<file path="config.mk">
export PLATFORM = sky130hd
export DESIGN_NAME = amcc_top
export DESIGN_NICKNAME = d
export VERILOG_FILES = /design/src/include/amcc_pkg.sv /design/src/design/amcc_swap_timer.sv /design/src/design/amcc_top.sv
export SDC_FILE = /design/constraint.sdc
export NUM_CORES = 1
export LEC_CHECK = 0
export BUFFER_PORTS_ARGS = -buffer_cell sky130_fd_sc_hd__buf_2
export CORE_MARGIN = 2
export CORE_UTILIZATION = 59
export DETAILED_ROUTE_END_ITERATION = 8
export PLACE_DENSITY = 0.81
export SYNTH_ARGS = -nofsm -noshare
export SYNTH_HDL_FRONTEND = slang
export SYNTH_SLANG_ARGS = --single-unit
</file>
<file path="constraint.sdc">
create_clock -name clk -period 6.5 [get_ports clk]
set_input_delay 1.3 -clock clk [delete_from_list [all_inputs] [get_ports clk]]
set_output_delay 1.3 -clock clk [all_outputs]
set_load 0.005 [all_outputs]
</file>
<file path="src/include/amcc_pkg.sv">
// constants, register map and link format derivation for the mode/config block
// assumes a single 200 MHz clock that also paces the converter sample clock count
package amcc_pkg;

   // ****************************************
   // register map (15-bit spi addresses)
   // ****************************************
   localparam logic [14:0] ADDR_TRIM_ONE   = 15'h0037;
   localparam logic [14:0] ADDR_SOFT_KICK  = 15'h006c;
   localparam logic [14:0] ADDR_TRIM_TWO   = 15'h029a;
   localparam logic [14:0] ADDR_TRIM_THREE = 15'h029b;
   localparam logic [14:0] ADDR_TRIM_FOUR  = 15'h029c;
   localparam logic [14:0] ADDR_CAL_CTRL   = 15'h0061;
   localparam logic [14:0] ADDR_LINK_CTRL  = 15'h0200;
   localparam logic [14:0] ADDR_FORMAT_SEL = 15'h0201;
   localparam logic [14:0] ADDR_FRAMES_M1  = 15'h0202;
   localparam logic [14:0] ADDR_LANE_FAULT = 15'h02c2;

   // cal_ctrl fields
   localparam int CAL_EN_BIT    = 0;
   localparam int CAL_MODE_LSB  = 1;
   localparam int TIMED_SEL_BIT = 4;

   // ****************************************
   // reset values
   // ****************************************
   localparam logic [7:0] TRIM_ONE_RST   = 8'h4b;
   localparam logic [7:0] TRIM_TWO_RST   = 8'h0f;
   localparam logic [7:0] TRIM_THREE_RST = 8'h04;
   localparam logic [7:0] TRIM_FOUR_RST  = 8'h00;
   localparam logic [2:0] FORMAT_RST     = 3'h0;
   localparam logic [7:0] FRAMES_M1_RST  = 8'h1f;

   // ****************************************
   // spi frame: rw bit, 15 address bits, 8 data bits
   // ****************************************
   localparam logic [4:0] SPI_ADDR_DONE = 5'h0f;
   localparam logic [4:0] SPI_LAST_BIT  = 5'h17;

   // ****************************************
   // timed core swap window, in sample clocks
   // ****************************************
   localparam int SWAP_MIN_CYC   = 500;
   localparam int SWAP_MAX_CYC   = 1000;
   localparam int SWAP_DELAY_CYC = (SWAP_MIN_CYC + SWAP_MAX_CYC) / 2;

   typedef enum logic [1:0] {
      AMCC_CAL_FOREGROUND = 2'b00,
      AMCC_CAL_BACKGROUND = 2'b01,
      AMCC_CAL_LOWPOWER   = 2'b10,
      AMCC_CAL_RSVD       = 2'b11
   } amcc_cal_mode_t;

   typedef struct packed {
      logic       enc_64b66b;
      logic       send_align;
      logic [3:0] lanes;
      logic [3:0] octets;
      logic [6:0] rate_x4;
      logic [8:0] frames_per_mf;
      logic [1:0] ext_mb;
   } amcc_xport_t;

   // the selector code fixes every transport parameter but frames_per_mf, which codes 0-3 take from km1 + 1; rate is kept in quarter units
   function automatic amcc_xport_t amcc_derive(input logic [2:0] sel, input logic [7:0] km1);
      amcc_xport_t x;
      x = '0;
      unique case (sel)
         3'h0: begin x.lanes = 4'h8; x.octets = 4'h8; x.rate_x4 = 7'h20; end
         3'h1: begin x.lanes = 4'h6; x.octets = 4'h2; x.rate_x4 = 7'h28; end
         3'h2: begin x.lanes = 4'h4; x.octets = 4'h1; x.rate_x4 = 7'h28; end
         3'h3: begin x.lanes = 4'h4; x.octets = 4'h5; x.rate_x4 = 7'h32; end
         3'h4: begin x.lanes = 4'h3; x.octets = 4'h2; x.rate_x4 = 7'h42; end
         3'h5: begin x.lanes = 4'h2; x.octets = 4'h2; x.rate_x4 = 7'h42; end
         3'h6: begin x.lanes = 4'h6; x.octets = 4'h2; x.rate_x4 = 7'h21; end
         3'h7: begin x.lanes = 4'h4; x.octets = 4'h1; x.rate_x4 = 7'h21; end
      endcase
      x.enc_64b66b = sel[2];
      x.send_align = !sel[2];
      x.frames_per_mf = sel[2] ? 9'h000 : ({1'b0, km1} + 9'h001);
      x.ext_mb = sel[2] ? 2'h1 : 2'h0;
      return x;
   endfunction

endpackage

</file>
<file path="src/design/amcc_swap_timer.sv">
// timed converter core swap scheduler
// assumes trigger inputs are synchronous one-clock-wide or level signals on clk
`timescale 1ns/1ps
module amcc_swap_timer #(
   parameter int DELAY_CYC = amcc_pkg::SWAP_DELAY_CYC
) (
   // clock and reset
   input  wire logic                  clk,
   input  wire logic                  rst_n,
   input  wire logic                  ce,
   // configuration
   input  wire logic                  cal_en,
   input  wire amcc_pkg::amcc_cal_mode_t cal_mode,
   input  wire logic                  timed_swap_select,
   // triggers
   input  wire logic                  calibration_trigger_ball,
   input  wire logic                  soft_kick,
   input  wire logic                  free_swap_due,
   // swap request to the cores
   output logic                       core_swap_go
);

   typedef enum logic [0:0] {
      AMCC_SW_IDLE = 1'b0,
      AMCC_SW_WAIT = 1'b1
   } amcc_sw_state_t;

   typedef struct packed {
      amcc_sw_state_t st;
      logic [10:0]    cnt;
      logic           ball_prev;
      logic           go;
   } amcc_sw_t;

   localparam logic [10:0] LAST = 11'(DELAY_CYC - 1);

   amcc_sw_t q;
   amcc_sw_t d;
   logic     timed;
   logic     trig;

   always_comb begin
      d = q;
      d.go = 1'b0;
      d.ball_prev = calibration_trigger_ball;
      timed = cal_en && cal_mode == amcc_pkg::AMCC_CAL_LOWPOWER && timed_swap_select;
      trig = soft_kick || (calibration_trigger_ball && !q.ball_prev);
      unique case (q.st)
         AMCC_SW_IDLE: begin
            d.cnt = '0;
            if (timed && trig) begin
               d.st = AMCC_SW_WAIT;
            end
         end
         AMCC_SW_WAIT: begin
            d.cnt = q.cnt + 11'h001;
            if (!timed) begin
               d.st = AMCC_SW_IDLE;
            end else if (q.cnt == LAST) begin
               d.st = AMCC_SW_IDLE;
               d.go = 1'b1;
            end
         end
      endcase
      // background calibration swaps when the engine asks, unless timing is user controlled
      if (cal_en && !timed && free_swap_due &&
          (cal_mode == amcc_pkg::AMCC_CAL_BACKGROUND ||
           cal_mode == amcc_pkg::AMCC_CAL_LOWPOWER)) begin
         d.go = 1'b1;
      end
      // foreground mode never swaps cores, so no glitch reaches the data
      if (cal_mode == amcc_pkg::AMCC_CAL_FOREGROUND) begin
         d.go = 1'b0;
      end
   end

   always_ff @(posedge clk or negedge rst_n) begin
      if (!rst_n) begin
         q <= '{st: AMCC_SW_IDLE, cnt: 11'h000, ball_prev: 1'b0, go: 1'b0};
      end else if (ce) begin
         q <= d;
      end
   end

   assign core_swap_go = q.go;

endmodule

</file>
<file path="src/design/amcc_top.sv">
// mode and configuration register bank reached over a 3-wire-plus-select spi port
// assumes spi pins and fault pulses are synchronous to clk; sclk is far slower than clk
`timescale 1ns/1ps
module amcc_top #(
   parameter int LANES     = 8,
   parameter int DELAY_CYC = amcc_pkg::SWAP_DELAY_CYC
) (
   // clock and reset
   input  wire logic                     clk,
   input  wire logic                     rst_n,
   input  wire logic                     ce,
   // spi port
   input  wire logic                     spi_cs_n,
   input  wire logic                     spi_sclk,
   input  wire logic                     spi_sdi,
   output logic                          spi_sdo,
   // calibration
   input  wire logic                     calibration_trigger_ball,
   input  wire logic                     free_swap_due,
   output logic                          core_swap_go,
   output logic                          cal_en,
   output amcc_pkg::amcc_cal_mode_t      cal_mode,
   // power trims to the analog cores
   output logic [7:0]                    power_trim_one,
   output logic [7:0]                    power_trim_two,
   output logic [7:0]                    power_trim_three,
   output logic [7:0]                    power_trim_four,
   // serial link control
   input  wire logic [LANES-1:0]         lane_ptr_upset,
   output logic [LANES-1:0]              lane_fifo_fault_flag,
   output logic                          link_reset,
   output logic                          serializer_power_down,
   output logic                          link_clock_enable,
   output amcc_pkg::amcc_xport_t         xport
);

   // ****************************************
   // state
   // ****************************************
   typedef struct packed {
      logic                     sclk_prev;
      logic [4:0]               bit_cnt;
      logic [23:0]              shreg;
      logic [7:0]               rd_sh;
      logic                     sdo;
      logic [7:0]               trim1;
      logic [7:0]               trim2;
      logic [7:0]               trim3;
      logic [7:0]               trim4;
      logic                     cal_en;
      amcc_pkg::amcc_cal_mode_t cal_mode;
      logic                     timed_sel;
      logic                     link_en;
      logic [2:0]               fmt;
      logic [7:0]               km1;
      logic [LANES-1:0]         fault;
      logic                     kick;
      logic                     link_rst;
      logic                     ser_pd;
      logic                     clk_on;
      amcc_pkg::amcc_xport_t    xport;
   } amcc_top_state_t;

   amcc_top_state_t q;
   amcc_top_state_t d;

   // ****************************************
   // register read mux
   // ****************************************
   function automatic logic [7:0] rd_mux(input amcc_top_state_t s, input logic [14:0] a);
      logic [7:0] r;
      r = 8'h00;
      unique case (a)
         amcc_pkg::ADDR_TRIM_ONE:   r = s.trim1;
         amcc_pkg::ADDR_TRIM_TWO:   r = s.trim2;
         amcc_pkg::ADDR_TRIM_THREE: r = s.trim3;
         amcc_pkg::ADDR_TRIM_FOUR:  r = s.trim4;
         amcc_pkg::ADDR_CAL_CTRL:   r = {3'h0, s.timed_sel, 1'b0, s.cal_mode, s.cal_en};
         amcc_pkg::ADDR_LINK_CTRL:  r = {7'h00, s.link_en};
         amcc_pkg::ADDR_FORMAT_SEL: r = {5'h00, s.fmt};
         amcc_pkg::ADDR_FRAMES_M1:  r = s.km1;
         amcc_pkg::ADDR_LANE_FAULT: r = 8'(s.fault);
         default:                   r = 8'h00;
      endcase
      return r;
   endfunction

   // ****************************************
   // next state
   // ****************************************
   logic [23:0]      nsh;
   logic [14:0]      wa;
   logic [7:0]       wd;
   logic             wr;
   logic [LANES-1:0] clr;

   always_comb begin
      d = q;
      d.kick = 1'b0;
      d.sclk_prev = spi_sclk;
      nsh = {q.shreg[22:0], spi_sdi};
      wa = nsh[22:8];
      wd = nsh[7:0];
      wr = 1'b0;
      clr = '0;
      if (spi_cs_n) begin
         d.bit_cnt = 5'h00;
         d.sdo = 1'b0;
      end else if (spi_sclk && !q.sclk_prev) begin
         d.shreg = nsh;
         d.bit_cnt = (q.bit_cnt == amcc_pkg::SPI_LAST_BIT) ? 5'h00 : q.bit_cnt + 5'h01;
         if (q.bit_cnt == amcc_pkg::SPI_ADDR_DONE) begin
            d.rd_sh = rd_mux(q, nsh[14:0]);
         end
         // leading bit clear means write
         wr = (q.bit_cnt == amcc_pkg::SPI_LAST_BIT) && !nsh[23];
      end else if (!spi_sclk && q.sclk_prev && q.bit_cnt > amcc_pkg::SPI_ADDR_DONE) begin
         d.sdo = q.rd_sh[7];
         d.rd_sh = {q.rd_sh[6:0], 1'b0};
      end

      if (wr) begin
         unique case (wa)
            amcc_pkg::ADDR_TRIM_ONE:   d.trim1 = wd;
            amcc_pkg::ADDR_TRIM_TWO:   d.trim2 = wd;
            amcc_pkg::ADDR_TRIM_THREE: d.trim3 = wd;
            amcc_pkg::ADDR_TRIM_FOUR:  d.trim4 = wd;
            amcc_pkg::ADDR_SOFT_KICK:  d.kick = 1'b1;
            amcc_pkg::ADDR_CAL_CTRL: begin
               d.cal_en = wd[amcc_pkg::CAL_EN_BIT];
               d.cal_mode = amcc_pkg::amcc_cal_mode_t'(wd[amcc_pkg::CAL_MODE_LSB +: 2]);
               d.timed_sel = wd[amcc_pkg::TIMED_SEL_BIT];
            end
            amcc_pkg::ADDR_LINK_CTRL:  d.link_en = wd[0];
            amcc_pkg::ADDR_FORMAT_SEL: d.fmt = wd[2:0];
            amcc_pkg::ADDR_FRAMES_M1:  d.km1 = wd;
            amcc_pkg::ADDR_LANE_FAULT: clr = wd[LANES-1:0];
            default: ;
         endcase
      end

      // a new upset in the clearing cycle survives the clear
      d.fault = (q.fault & ~clr) | (lane_ptr_upset & {LANES{q.link_en}});

      // fifo logic only runs while enabled, so a 0-then-1 toggle restarts it
      d.link_rst = !d.link_en;
      d.ser_pd = !d.link_en;
      d.clk_on = d.link_en;

      // transport parameters only follow the selector while the link is down
      if (!d.link_en) begin
         d.xport = amcc_pkg::amcc_derive(d.fmt, d.km1);
      end
   end

   // ****************************************
   // registers
   // ****************************************
   always_ff @(posedge clk or negedge rst_n) begin
      if (!rst_n) begin
         q <= '0;
         q.trim1 <= amcc_pkg::TRIM_ONE_RST;
         q.trim2 <= amcc_pkg::TRIM_TWO_RST;
         q.trim3 <= amcc_pkg::TRIM_THREE_RST;
         q.trim4 <= amcc_pkg::TRIM_FOUR_RST;
         q.cal_mode <= amcc_pkg::AMCC_CAL_FOREGROUND;
         q.fmt <= amcc_pkg::FORMAT_RST;
         q.km1 <= amcc_pkg::FRAMES_M1_RST;
         q.link_rst <= 1'b1;
         q.ser_pd <= 1'b1;
         q.xport <= amcc_pkg::amcc_derive(amcc_pkg::FORMAT_RST, amcc_pkg::FRAMES_M1_RST);
      end else if (ce) begin
         q <= d;
      end
   end

   // ****************************************
   // timed swap scheduling
   // ****************************************
   amcc_swap_timer #(
      .DELAY_CYC(DELAY_CYC)
   ) u_swap (
      .clk                      (clk),
      .rst_n                    (rst_n),
      .ce                       (ce),
      .cal_en                   (q.cal_en),
      .cal_mode                 (q.cal_mode),
      .timed_swap_select        (q.timed_sel),
      .calibration_trigger_ball (calibration_trigger_ball),
      .soft_kick                (q.kick),
      .free_swap_due            (free_swap_due),
      .core_swap_go             (core_swap_go)
   );

   assign spi_sdo               = q.sdo;
   assign cal_en                = q.cal_en;
   assign cal_mode              = q.cal_mode;
   assign power_trim_one        = q.trim1;
   assign power_trim_two        = q.trim2;
   assign power_trim_three      = q.trim3;
   assign power_trim_four       = q.trim4;
   assign lane_fifo_fault_flag  = q.fault;
   assign link_reset            = q.link_rst;
   assign serializer_power_down = q.ser_pd;
   assign link_clock_enable     = q.clk_on;
   assign xport                 = q.xport;

endmodule

</file>
Word level (Yosys, flattened, before mapping) --
Memories as Yosys holds them, arrays and structs flattened. A register that Yosys moved wholly into a read port is not among the register bits. Cells that the tools add are included.
Cells by class: $add $sub $neg 3, $lt $le $gt $ge 1, eq/ne operators 26, muxes and demuxes 30, bitwise gates (word level) 7, reduce and logical (&&, ||, !) cells 35
Operator list (count):
- $eq A15 B10 Y1 const B | 14
- $pmux W8 S9 | 1
- $eq A15 B7 Y1 const B | 3
- $mux W8 | 5
- $eq A15 B6 Y1 const B | 2
- $mux W29 | 1
- $pmux W12 S2 | 1
- $reduce_and A3 Y1 | 7
- $mux W9 | 2
- $and A8 B8 Y8 | 2
- $mux W1 | 16
- $mux W12 | 1
- $add A11 B1 Y11 const B | 1
- $eq A11 B10 Y1 const B | 1
- $logic_and A1 B1 Y1 | 11
- $mux W5 | 2
- $add A8 B1 Y9 const B | 1
- $logic_not A1 Y1 | 8
- $not A8 Y8 | 1
- $or A8 B8 Y8 | 1
- $reduce_bool A2 Y1 | 3
- $add A5 B1 Y5 const B | 1
- $eq A5 B4 Y1 const B | 1
- $eq A5 B5 Y1 const B | 1
- other kinds (11) | 15
Storage, ports and cells: bits in registers 131, ROM bits 112, output and inout port bits 76, memories 1
Memories:
- (name not given) | words 8, bits a word 14, rd ports 1, clocked after memory_dff 1, write ports 0, line amcc_pkg.sv:68 | unique case (sel)

Depth between registers and ports, before layout --
Gate-level depths: netlist of the first run.
depth in word-level cells 9, gate-level depth with buffers 12, gate-level depth less buffers 11

Modules after synthesis --
From an unflattened synthesis of the first run, not the netlist that was laid out.
Unflattened totals: cell total of the unflattened synthesis 692, area total of the unflattened synthesis 7255.7 sq um
Modules (own cells, without submodules):
- amcc_top | instances 1, cells each 609, area each 6466.2 sq um, sequential area each 2976.6 sq um
- amcc_swap_timer | instances 1, cells each 83, area each 789.5 sq um, sequential area each 350.3 sq um

Least setup slack after synthesis of the first run --
OpenSTA, ideal clock, no wires.
path type input-to-reg, from input spi_cs_n, to register xport[8] (netlist name), library setup time 0.096 ns, arrival 3.636 ns, path slack 2.768 ns, stages 11, buffers on the path 1, cells stage by stage buf_6 nor4b_4 nand4_2 nor2_2 mux2_2 ha_1 and3_1 nand3_1 xnor2_1 mux2i_1 o31ai_1
RTL lines:
- from (decl) | line amcc_top.sv:13 | input wire logic spi_cs_n,

==> impl_metrics.csv, run 1 <==
group,metric,value,unit
outcome,status,"finished clean",
routing,dr.pass1.iters,6,
setup_path,crit_slowest_cell,"nor2_2",
sta,fin_setup_tns,0,ps
global_route,grt_pass1_vias,5542,
sta,slew_headroom,21.14,%
synth,synth_cells,707,
final_layout,fill_cells,1011,
routing,wl,17.88,mm
sta,setup_viol,0,
clock_network,numCtsBuffers,17,
clock_network,ctsResizeCount,0,
sta,worst_pin_slew,1180,ps
setup_path,cp-start-kind,"input port",
setup_path,r2r-start,"nsh[8]",
die,die_h,116.8,um
final_layout,drive_gt1_share,33.10,%
final_layout,fin_area,0.008071,mm^2
routing,drc,0,
place,post-dp-hpwl,12.16,mm
place,dpl-instance-area,0.007496,mm^2
synth,ys_seq_area_share,44.34,%
synth,yosys.area.top_type_share,37.69,%
synth,synth_top_family_by_area,"simple AND/OR/NAND/NOR gates",
setup_path,crit_chain,"buf_2 -> nor4b_4 -> nand4_2 -> nor2_2 -> mux2_2 -> ha_1 -> and3_1 -> nand3_1 -> xnor2_1 -> mux2i_1 -> o31ai_1",
setup_path,crit_family,"simple AND/OR/NAND/NOR gates",
final_layout,seq_area,0.003327,mm^2
clock_network,htree_num_levels,4,
final_layout,final_cells,891,
synth,ys.warnings.count,0,
setup_path,max_stage_delay,510,ps
final_layout,fin_nets,731,
synth,synth_compound_area_share,12.17,%
worst_hold_path,min-delay-start,"xport[9]",
setup_path,critPathRequiredTime,6830,ps
synth,yosys.area_share.adder,1.501,%
synth,synthArstFlopShare,100.0,%
worst_hold_path,hp-class,"register to register",
synth,yosys.cell_count.top_type,"dfrtp_1",
synth,synth_edf_count,0,
setup_path,critPathArrivalTime,4020,ps
synth,synthFlopType,"dfrtp_1",
routing,vias,5682,
sta,layout_min_cycle_time,3685,ps
power,p_leak,3.655,nW
setup_path,cp-startpoint,"spi_cs_n",
synth,synthTopCellsByArea,"dfrtp_1, mux2_2, buf_4, dfstp_2, nand3_1",
sta,fmax,271.4,MHz
place,gp_congestion,0.9139,
sta,period_share,56.69,%
die,die_area,0.01364,mm^2
final_layout,utilization,64.48,%
synth,netlist_area,0.007503,mm^2
clock_network,cts_tree,"done",
power,peakVddDrop,0.1519,mV
global_route,antenna_found_initial,0,
clock_network,holdBufCountCts,0,
sta,maxSlewViolCount,0,
global_route,grt_overflow_total,0,
synth,synthXorXnorAreaFrac,1.634,%
global_route,grt_pass1_wl,28.55,mm
die,initial_core_util,59.95,%
clock_network,cts.sink_count,132,
routing,via_per_inst,6.377,
routing,drt-initial-drc-count,618,
clock_network,clkSlewWorstSetupHoldPaths,50,ps
clock_network,cts.path.max_buffers,2,
place,portBuffers,89,
setup_path,crit_fanout,10,
routing,wl_per_cell,20.07,um
global_route,grt_start_max_net_pins,68,
synth,syn_avg_cell_area,10.61,um^2
final_layout,antenna_cells,0,
synth,synth.distinct_cells,68,
sta,finClkSkew,9.476,ps
setup_path,critPathBufInv,1,
synth,synth-simple-area-share,16.91,%
place,dp_cells,859,
die,rows,41,
final_layout,syn_to_final_growth,7.570,%
setup_path,endpoint_kind,"register",
clock_network,cts-root-buf,"clkbuf_16",
sta,hold_viol_final,0,
synth,synth_commonest_cells,"dfrtp_1, mux2_2, buf_4",
final_layout,multi_input_area,0.003420,mm^2
power,powerDensity,271.8,mW/mm^2
global_route,grt_use_total,27.40,%
sta,hold_slack,491.2,ps
clock_network,clock_latency,430,ps
job,drv_cap,0,
sta,rsz0062_at_grt,"false",
die,ios,92,
clock_network,postCtsSetupBuffers,0,
synth,synth_top_area_cell,"dfrtp_1",
routing,ant_nets,0,
synth,synthMuxAreaShare,13.06,%
die,core,0.01252,mm^2
die,fp.dieW,116.8,um
synth,ys_ff_latch,132,
setup_path,crit_type,"input port to register",
## worst min-delay path, delay by kind of cell, from the launching register on
family | cells | cell delay [ps]
flip-flops | 1 | 330
AO/OA/AOI/OAI | 1 | 60
AND/OR/NAND/NOR | 1 | 60
## placed cells by master, fill, tap and decap left out, drive strengths merged, types with 3 or more instances in the layout
cell type  instances
dfrtp            113
o21ai             28
nand4b             3
and2               6
nand2b             5
xnor2              6
nor4bb             3
clkinv             5
nor3b              4
ha                 9
a211oi             4
a22oi              7
nor2              25
a22o              17
nand3             37
nor2b              9
inv               13
nand2             41
a32o               6
and3              13
o2bb2ai            8
a221oi             4
nand4             10
or3                4
and3b              5
dfstp             19
nor3               7
buf               94
mux2i              9
o31ai             14
a21oi             20
xor2               8
mux2              79
nor4               7
nor4b             14
and4               6
nand3b             4
clkbuf            24
a21o               4
## flip-flops by register name, indices dropped and copies added (netlist names)
signal and cells:
u_swap.q 13, spi_sdo 1, serializer_power_down 1, cal_en 1
u_swap.core_swap_go 1, nsh 23, power_trim_four 8, power_trim_three 8
power_trim_one 8, cal_mode 2, xport 22, q 27
lane_fifo_fault_flag 8, power_trim_two 8, link_clock_enable 1
## layer usage
| layer | global-route usage (%) | share of wire [%] |
|---|---|---|
| met3 | 7.518 | 7.2 |
| met1 | 34.58 | 41 |
| met4 | 12.08 | 2.8 |
| met2 | 44.51 | 49 |
| met5 | 0 | 0 |
## cell families after synthesis
group           Yosys count
other cells               1
xor+xnor                 14
mux                      88
flops                   132
fa+ha+maj                 9
simple gates            209
compound gates          126
buf+inv                 128
## final timing paths
check                      slack, ps       end  cells after the start
setup / recovery                2820  xport[8]                     11
hold / removal                   490  xport[9]                      2
setup reg to reg                2960  xport[8]                     10
hold reg to reg                  490  xport[9]                      2
max in group asynchronous       4200  xport[8]                      2
min in group asynchronous        990   nsh[23]                      1
## per-stage QoR
| stage | setup WS (ps) | total power [mW] |
|---|---|---|
| global placement | 2481 | 1.255 |
| finish | 2815 | 2.194 |
| detailed placement | 2390 | 1.268 |
| CTS | 2832 | 2.197 |
| global route | 2604 | 2.276 |
| floorplan | 2768 | 1.187 |
## power by group
group	switching, mW	internal, mW
sequential	0.0937	0.877
clock	0.356	0.574
combinational	0.174	0.119
total	0.624	1.57
## area by class of cell
cell class | instances | area share [%]
multi-input combinational | 448 | 42.37
sequential | 132 | 41.22
clock buffer | 24 | 6.216
timing repair buffer | 94 | 6.015
tap | 172 | 2.666
clock inverter | 8 | 0.9146
inverter | 13 | 0.6046
Note: power is estimated with default switching activity, not from simulation.
==> run 2, diff against run 1 <==
CORE_UTILIZATION = 53   (was 59)
PLACE_DENSITY = 0.77   (was 0.81)
clock period = 3.25 ns   (was 6.5 ns; I/O delays follow)
==> run 2 against run 1 <==
  * Clock power rose by 100%
  * Count of clock-buffer cells in the layout fell by 5
  * Clock skew is 2.0 ps lower
  * Hold slack worse by 310 ps
  * Flip-flop and latch count did not move
  * Global-route usage decreased by 2.0 points
  * Sequential power rose by 98%
  * Sequential share of layout area down 0.86 points
==> impl_metrics.csv, run 2 (synthesis results as in run 1) <==
group,metric,value,unit
power,switchingPower,1.276,mW
power,p_leak,3.739,nW
final_layout,regMostFlops,"q",
die,rows,43,
job,drv_cap,0,
sta,hold_viol_final,0,
sta,fin_setup_tns,0,ps
routing,via_per_inst,6.245,
clock_network,cts-root-buf,"clkbuf_16",
sta,worst_pin_slew,900.1,ps
die,ios,92,
sta,setup_viol,0,
clock_network,clock_latency,430,ps
global_route,grt_overflow_total,0,
clock_network,htree_num_levels,4,
routing,dr.pass1.iters,5,
die,core,0.01388,mm^2
setup_path,worstRegToRegCells,9,
sta,fmax,331.0,MHz
die,die_area,0.01513,mm^2
routing,vias,5727,
sta,hold_slack,184.1,ps
die,fp.dieW,123.0,um
routing,drc,0,
final_layout,utilization,59.39,%
setup_path,crit_chain,"ha_1 -> and4b_1 -> nand4_4 -> nor2_1 -> mux2i_1 -> inv_1 -> ha_1 -> and3_1 -> o31a_1",
final_layout,final_cell_mix,"dfrtp_1, buf_2, mux2_2, nand2_1, nand3_1",
final_layout,antenna_cells,0,
place,gp_congestion,0.8652,
worst_hold_path,hp-class,"input port to asynchronous set/reset pin",
global_route,grt_start_max_net_pins,60,
setup_path,endpoint_kind,"register",
clock_network,numCtsBuffers,17,
sta,rsz0062_at_grt,"false",
final_layout,syn_to_final_growth,9.872,%
final_layout,layout_commonest_cell,"dfrtp_1",
power,powerDensity,537.0,mW/mm^2
clock_network,cts.sink_count,132,
final_layout,fin_nets,749,
global_route,grt_pass1_wl,29.22,mm
sta,period_share,92.97,%
routing,ant_nets,0,
global_route,grt_use_total,25.40,%
place,portBuffers,89,
clock_network,clkSlewWorstSetupHoldPaths,50,ps
sta,maxSlewViolCount,0,
power,combPwrFrac,14.4,%
setup_path,crit_fanout,8,
power,switching_share,28.82,%
power,power_frac_seq,43.4,%
setup_path,reg2reg_to,"xport[12]",
setup_path,critPathRequiredTime,3570,ps
setup_path,cp-start-kind,"register",
setup_path,ff2ff_setup_slack,230,ps
routing,wl_per_cell,19.95,um
power,power.internal,3.151,mW
die,die_h,123.0,um
final_layout,drive_gt1_share,34.87,%
clock_network,cts.path.max_buffers,2,
sta,layout_min_cycle_time,3021,ps
final_layout,largest_register_ffs,27,
setup_path,r2r-start,"q[121]",
setup_path,max_stage_delay,430,ps
power,power_frac_clock,42.2,%
global_route,antenna_found_initial,0,
power,peakVddDrop,0.3603,mV
global_route,grt_pass1_vias,5468,
place,dpl-instance-area,0.007654,mm^2
clock_network,cts_tree,"done",
setup_path,cpMostUsedCell,"ha_1",
die,initial_core_util,54.06,%
routing,drt-initial-drc-count,547,
routing,wl,18.30,mm
place,post-dp-hpwl,12.64,mm
outcome,status,"finished clean",
sta,slew_headroom,39.44,%
setup_path,crit_slowest_cell,"dfrtp_1",
setup_path,crit_type,"register to register",
setup_path,critPathArrivalTime,3340,ps
clock_network,postCtsSetupBuffers,0,
final_layout,fin_area,0.008244,mm^2
sta,finClkSkew,7.470,ps
[run 2: power by group through the flow]
stage          Combinational (mW)  Sequential, mW  Clock (mW)
3_5_place_dp                0.624            1.94           0
6_report                    0.640            1.92        1.87
3_3_place_gp                0.602            1.93           0
5_1_grt                     0.703            1.93        1.97
2_1_floorplan               0.527            1.85           0
4_1_cts                     0.631            1.91        1.89
[run 2: cell type report]
type | instances | area (um^2)
fillers | 1131 | 5637
multi-input cells | 448 | 3433
flip-flops and latches | 132 | 3327
repair buffers | 112 | 633.1
clock buffers | 19 | 442.9
well taps | 180 | 225.2
clock inverters | 13 | 133.9
inverters | 13 | 48.80
[run 2: routing by layer]
layer | wire (um) | global-route usage, % | vias up
li1 | - | - | 2561
met1 | 7781 | 33.80 | 2856
met2 | 8625 | 39.54 | 278
met3 | 1507 | 7.518 | 32
met4 | 382 | 9.162 | 0
met5 | 0 | 0 | -
[run 2: worst max path at each step]
| stage | cells past startpoint | end | startpoint |
|---|---|---|---|
| 5_1_grt | 11 | xport[8] | q[121] |
| 2_1_floorplan | 11 | xport[8] | spi_cs_n |
| 3_5_place_dp | 11 | xport[8] | spi_sclk |
| 4_1_cts | 11 | xport[8] | q[121] |
| 3_3_place_gp | 11 | xport[8] | spi_cs_n |
| 6_report | 9 | xport[12] | q[121] |
[run 2: repair_timing]
action | in CTS | in global routing
resized for setup | 0 | 2
endpoints found under the setup margin | 0 | 1
hold buffers | 0 | 0
[run 2: critical path: cells and delay by family, from the launching register on]
| family | cells | cell delay (ps) |
|---|---|---|
| AOI/OAI and AO/OA | 1 | 280 |
| adders and majority gates | 2 | 460 |
| buffers and inverters | 1 | 100 |
| DFF | 1 | 430 |
| muxes | 1 | 430 |
| and+or+nand+nor | 4 | 1220 |
[run 2: through the flow]
stage	power [mW]	setup WS (ps)	cells
after CTS	4.430	165.2	917
after floorplan	2.373	168.0	708
after global placement	2.531	216.0	885
after detailed placement	2.564	94.24	885
final	4.427	228.6	917
after global routing	4.607	41.42	917
==> run 3, diff against run 2 <==
==> constraint.sdc (replaced) <==
create_clock -name clk -period 3.25 [get_ports clk]
set_input_delay 0.325 -clock clk [delete_from_list [all_inputs] [get_ports clk]]
set_output_delay 0.325 -clock clk [all_outputs]
set_load 0.005 [all_outputs]
==> run 3 against run 2 <==
  * The run now ends with hold timing left
  * Critical endpoint is now xport[8]
  * Flip-flop and latch count stayed put
  * Largest power group is now clock
  * Sequential share of layout area is 0.067 points lower
  * Fmax is 1.8% lower
==> impl_metrics.csv, run 3 (synthesis results as in run 1) <==
group,metric,value,unit
outcome,status,"finished with violations",
outcome,violations,"hold timing",
setup_path,ff2ff_setup_slack,170,ps
global_route,antenna_found_initial,0,
final_layout,utilization,59.49,%
global_route,grt.met2_usage,39.43,%
final_layout,final_cells,916,
power,peakVddDrop,0.3462,mV
sta,finClkSkew,10.24,ps
sta,rsz0062_at_grt,"false",
place,portBuffers,89,
clock_network,cts.path.max_buffers,2,
final_layout,syn_to_final_growth,10.06,%
clock_network,numCtsBuffers,17,
sta,worst_pin_slew,857.2,ps
sta,fmax,325.1,MHz
sta,hold_viol_final,31,
sta,setup_viol,0,
clock_network,cts_tree,"done",
global_route,grt_pass1_vias,5545,
final_layout,fin_nets,748,
sta,hold_slack,-28.68,ps
setup_path,critPathRequiredTime,3570,ps
global_route,grt_use_met3,6.504,%
clock_network,postCtsSetupBuffers,0,
routing,ant_nets,0,
final_layout,drive_gt1_share,34.51,%
clock_network,clkSlewWorstSetupHoldPaths,60,ps
routing,drc,0,
place,pre_cts_ws,92.79,ps
clock_network,cts-root-buf,"clkbuf_16",
sta,layout_min_cycle_time,3076,ps
place,gp_congestion,0.8900,
die,initial_core_util,54.06,%
place,post-dp-hpwl,12.84,mm
setup_path,worstRegToRegCells,11,
job,drv_cap,0,
final_layout,final_cell_mix,"dfrtp_1, buf_2, mux2_2, nand2_1, nand3_1",
clock_network,holdBufCountCts,0,
setup_path,reg2reg_to,"xport[8]",
setup_path,critPathArrivalTime,3390,ps
routing,dr.pass1.iters,6,
routing,vias,5698,
die,core,0.01388,mm^2
power,p_leak,3.742,nW
setup_path,crit_fanout,8,
global_route,grt_use_total,25.38,%
clock_network,htree_num_levels,4,
clock_network,cts.sink_count,132,
power,powerDensity,548.8,mW/mm^2
sta,maxSlewViolCount,0,
place,dpl-instance-area,0.007646,mm^2
final_layout,regMostFlops,"q",
worst_hold_path,hp-class,"input port to asynchronous set/reset pin",
setup_path,cp-start-kind,"register",
die,ios,92,
sta,slew_headroom,42.33,%
sta,setup_ws,173.7,ps
die,die_h,123.0,um
global_route,top_usage_layer,"met2",
routing,via_per_inst,6.221,
routing,wl_per_cell,20.28,um
global_route,grt_util_met1,33.40,%
die,die_area,0.01513,mm^2
final_layout,largest_register_ffs,27,
final_layout,fin_area,0.008258,mm^2
final_layout,layout_commonest_cell,"dfrtp_1",
global_route,grt_pass1_wl,29.25,mm
sta,period_share,94.66,%
global_route,grt_overflow_total,0,
final_layout,fill_cells,1130,
sta,fin_setup_tns,0,ps
routing,drt-initial-drc-count,484,
routing,wl,18.58,mm
die,rows,43,
die,fp.dieW,123.0,um
final_layout,antenna_cells,0,
place,dp_cells,884,
setup_path,r2r-start,"q[121]",
setup_path,endpoint_kind,"register",
clock_network,clock_latency,430,ps
setup_path,crit_type,"register to register",
global_route,grt_start_max_net_pins,74,
==> run 3: worst max-delay path by stage <==
stage | startpoint | end | slack, ps | depth (start not counted)
floorplan | nsh[10] | xport[8] | 260 | 11
global placement | q[121] | xport[8] | 340 | 11
detailed placement | q[121] | xport[8] | 90 | 11
CTS | q[121] | xport[8] | 30 | 11
global route | q[121] | xport[8] | 20 | 11
finish | q[121] | xport[8] | 170 | 11
==> run 3: metal layers <==
metal,share of wire [%],vias to the layer above
li1,-,2551
met1,43,2840
met2,47,263
met3,7.3,44
met4,3.0,0
met5,0,-
==> run 3: report_power, final <==
part           total, mW  internal [mW]  switching [mW]  leakage [nW]
logic              0.746          0.273           0.473          1.76
registers           1.83           1.76          0.0739          1.69
clock network       1.96           1.24           0.714         0.287
==> run 3: cell type report <==
cell class | instances | area [um^2] | share of cell area (%)
clock buffer | 23 | 467.9 | 5.667
clock inverter | 9 | 128.9 | 1.561
inverter | 13 | 48.80 | 0.5909
multi-input combinational | 448 | 3435 | 41.59
sequential | 132 | 3327 | 40.29
tap | 180 | 225.2 | 2.727
timing repair buffer | 111 | 625.6 | 7.576
==> run 3: timing repair <==
action / 4_1_cts / 5_1_grt
endpoints found under the setup margin: 0 / 8
hold endpoints to repair: 0 / 0
resized for setup: 0 / 3
==> run 3: metrics by stage <==
step / hold WS, ps / power [mW]
finish: -28.68 / 4.532
CTS: 1.284 / 4.542
global placement: 435.7 / 2.555
floorplan: 29.41 / 2.373
detailed placement: 452.9 / 2.588
global route: 30.83 / 4.709
==> run 3: worst max-delay path, cell delays in order (launching register included) <==
cell	delay [ps]
dfrtp_1	440
ha_1	270
and4b_2	390
nand4_4	190
nor2_4	190
mux2_2	380
ha_1	290
and3_1	240
nand3_1	120
xnor2_1	120
mux2i_1	90
o31ai_1	240
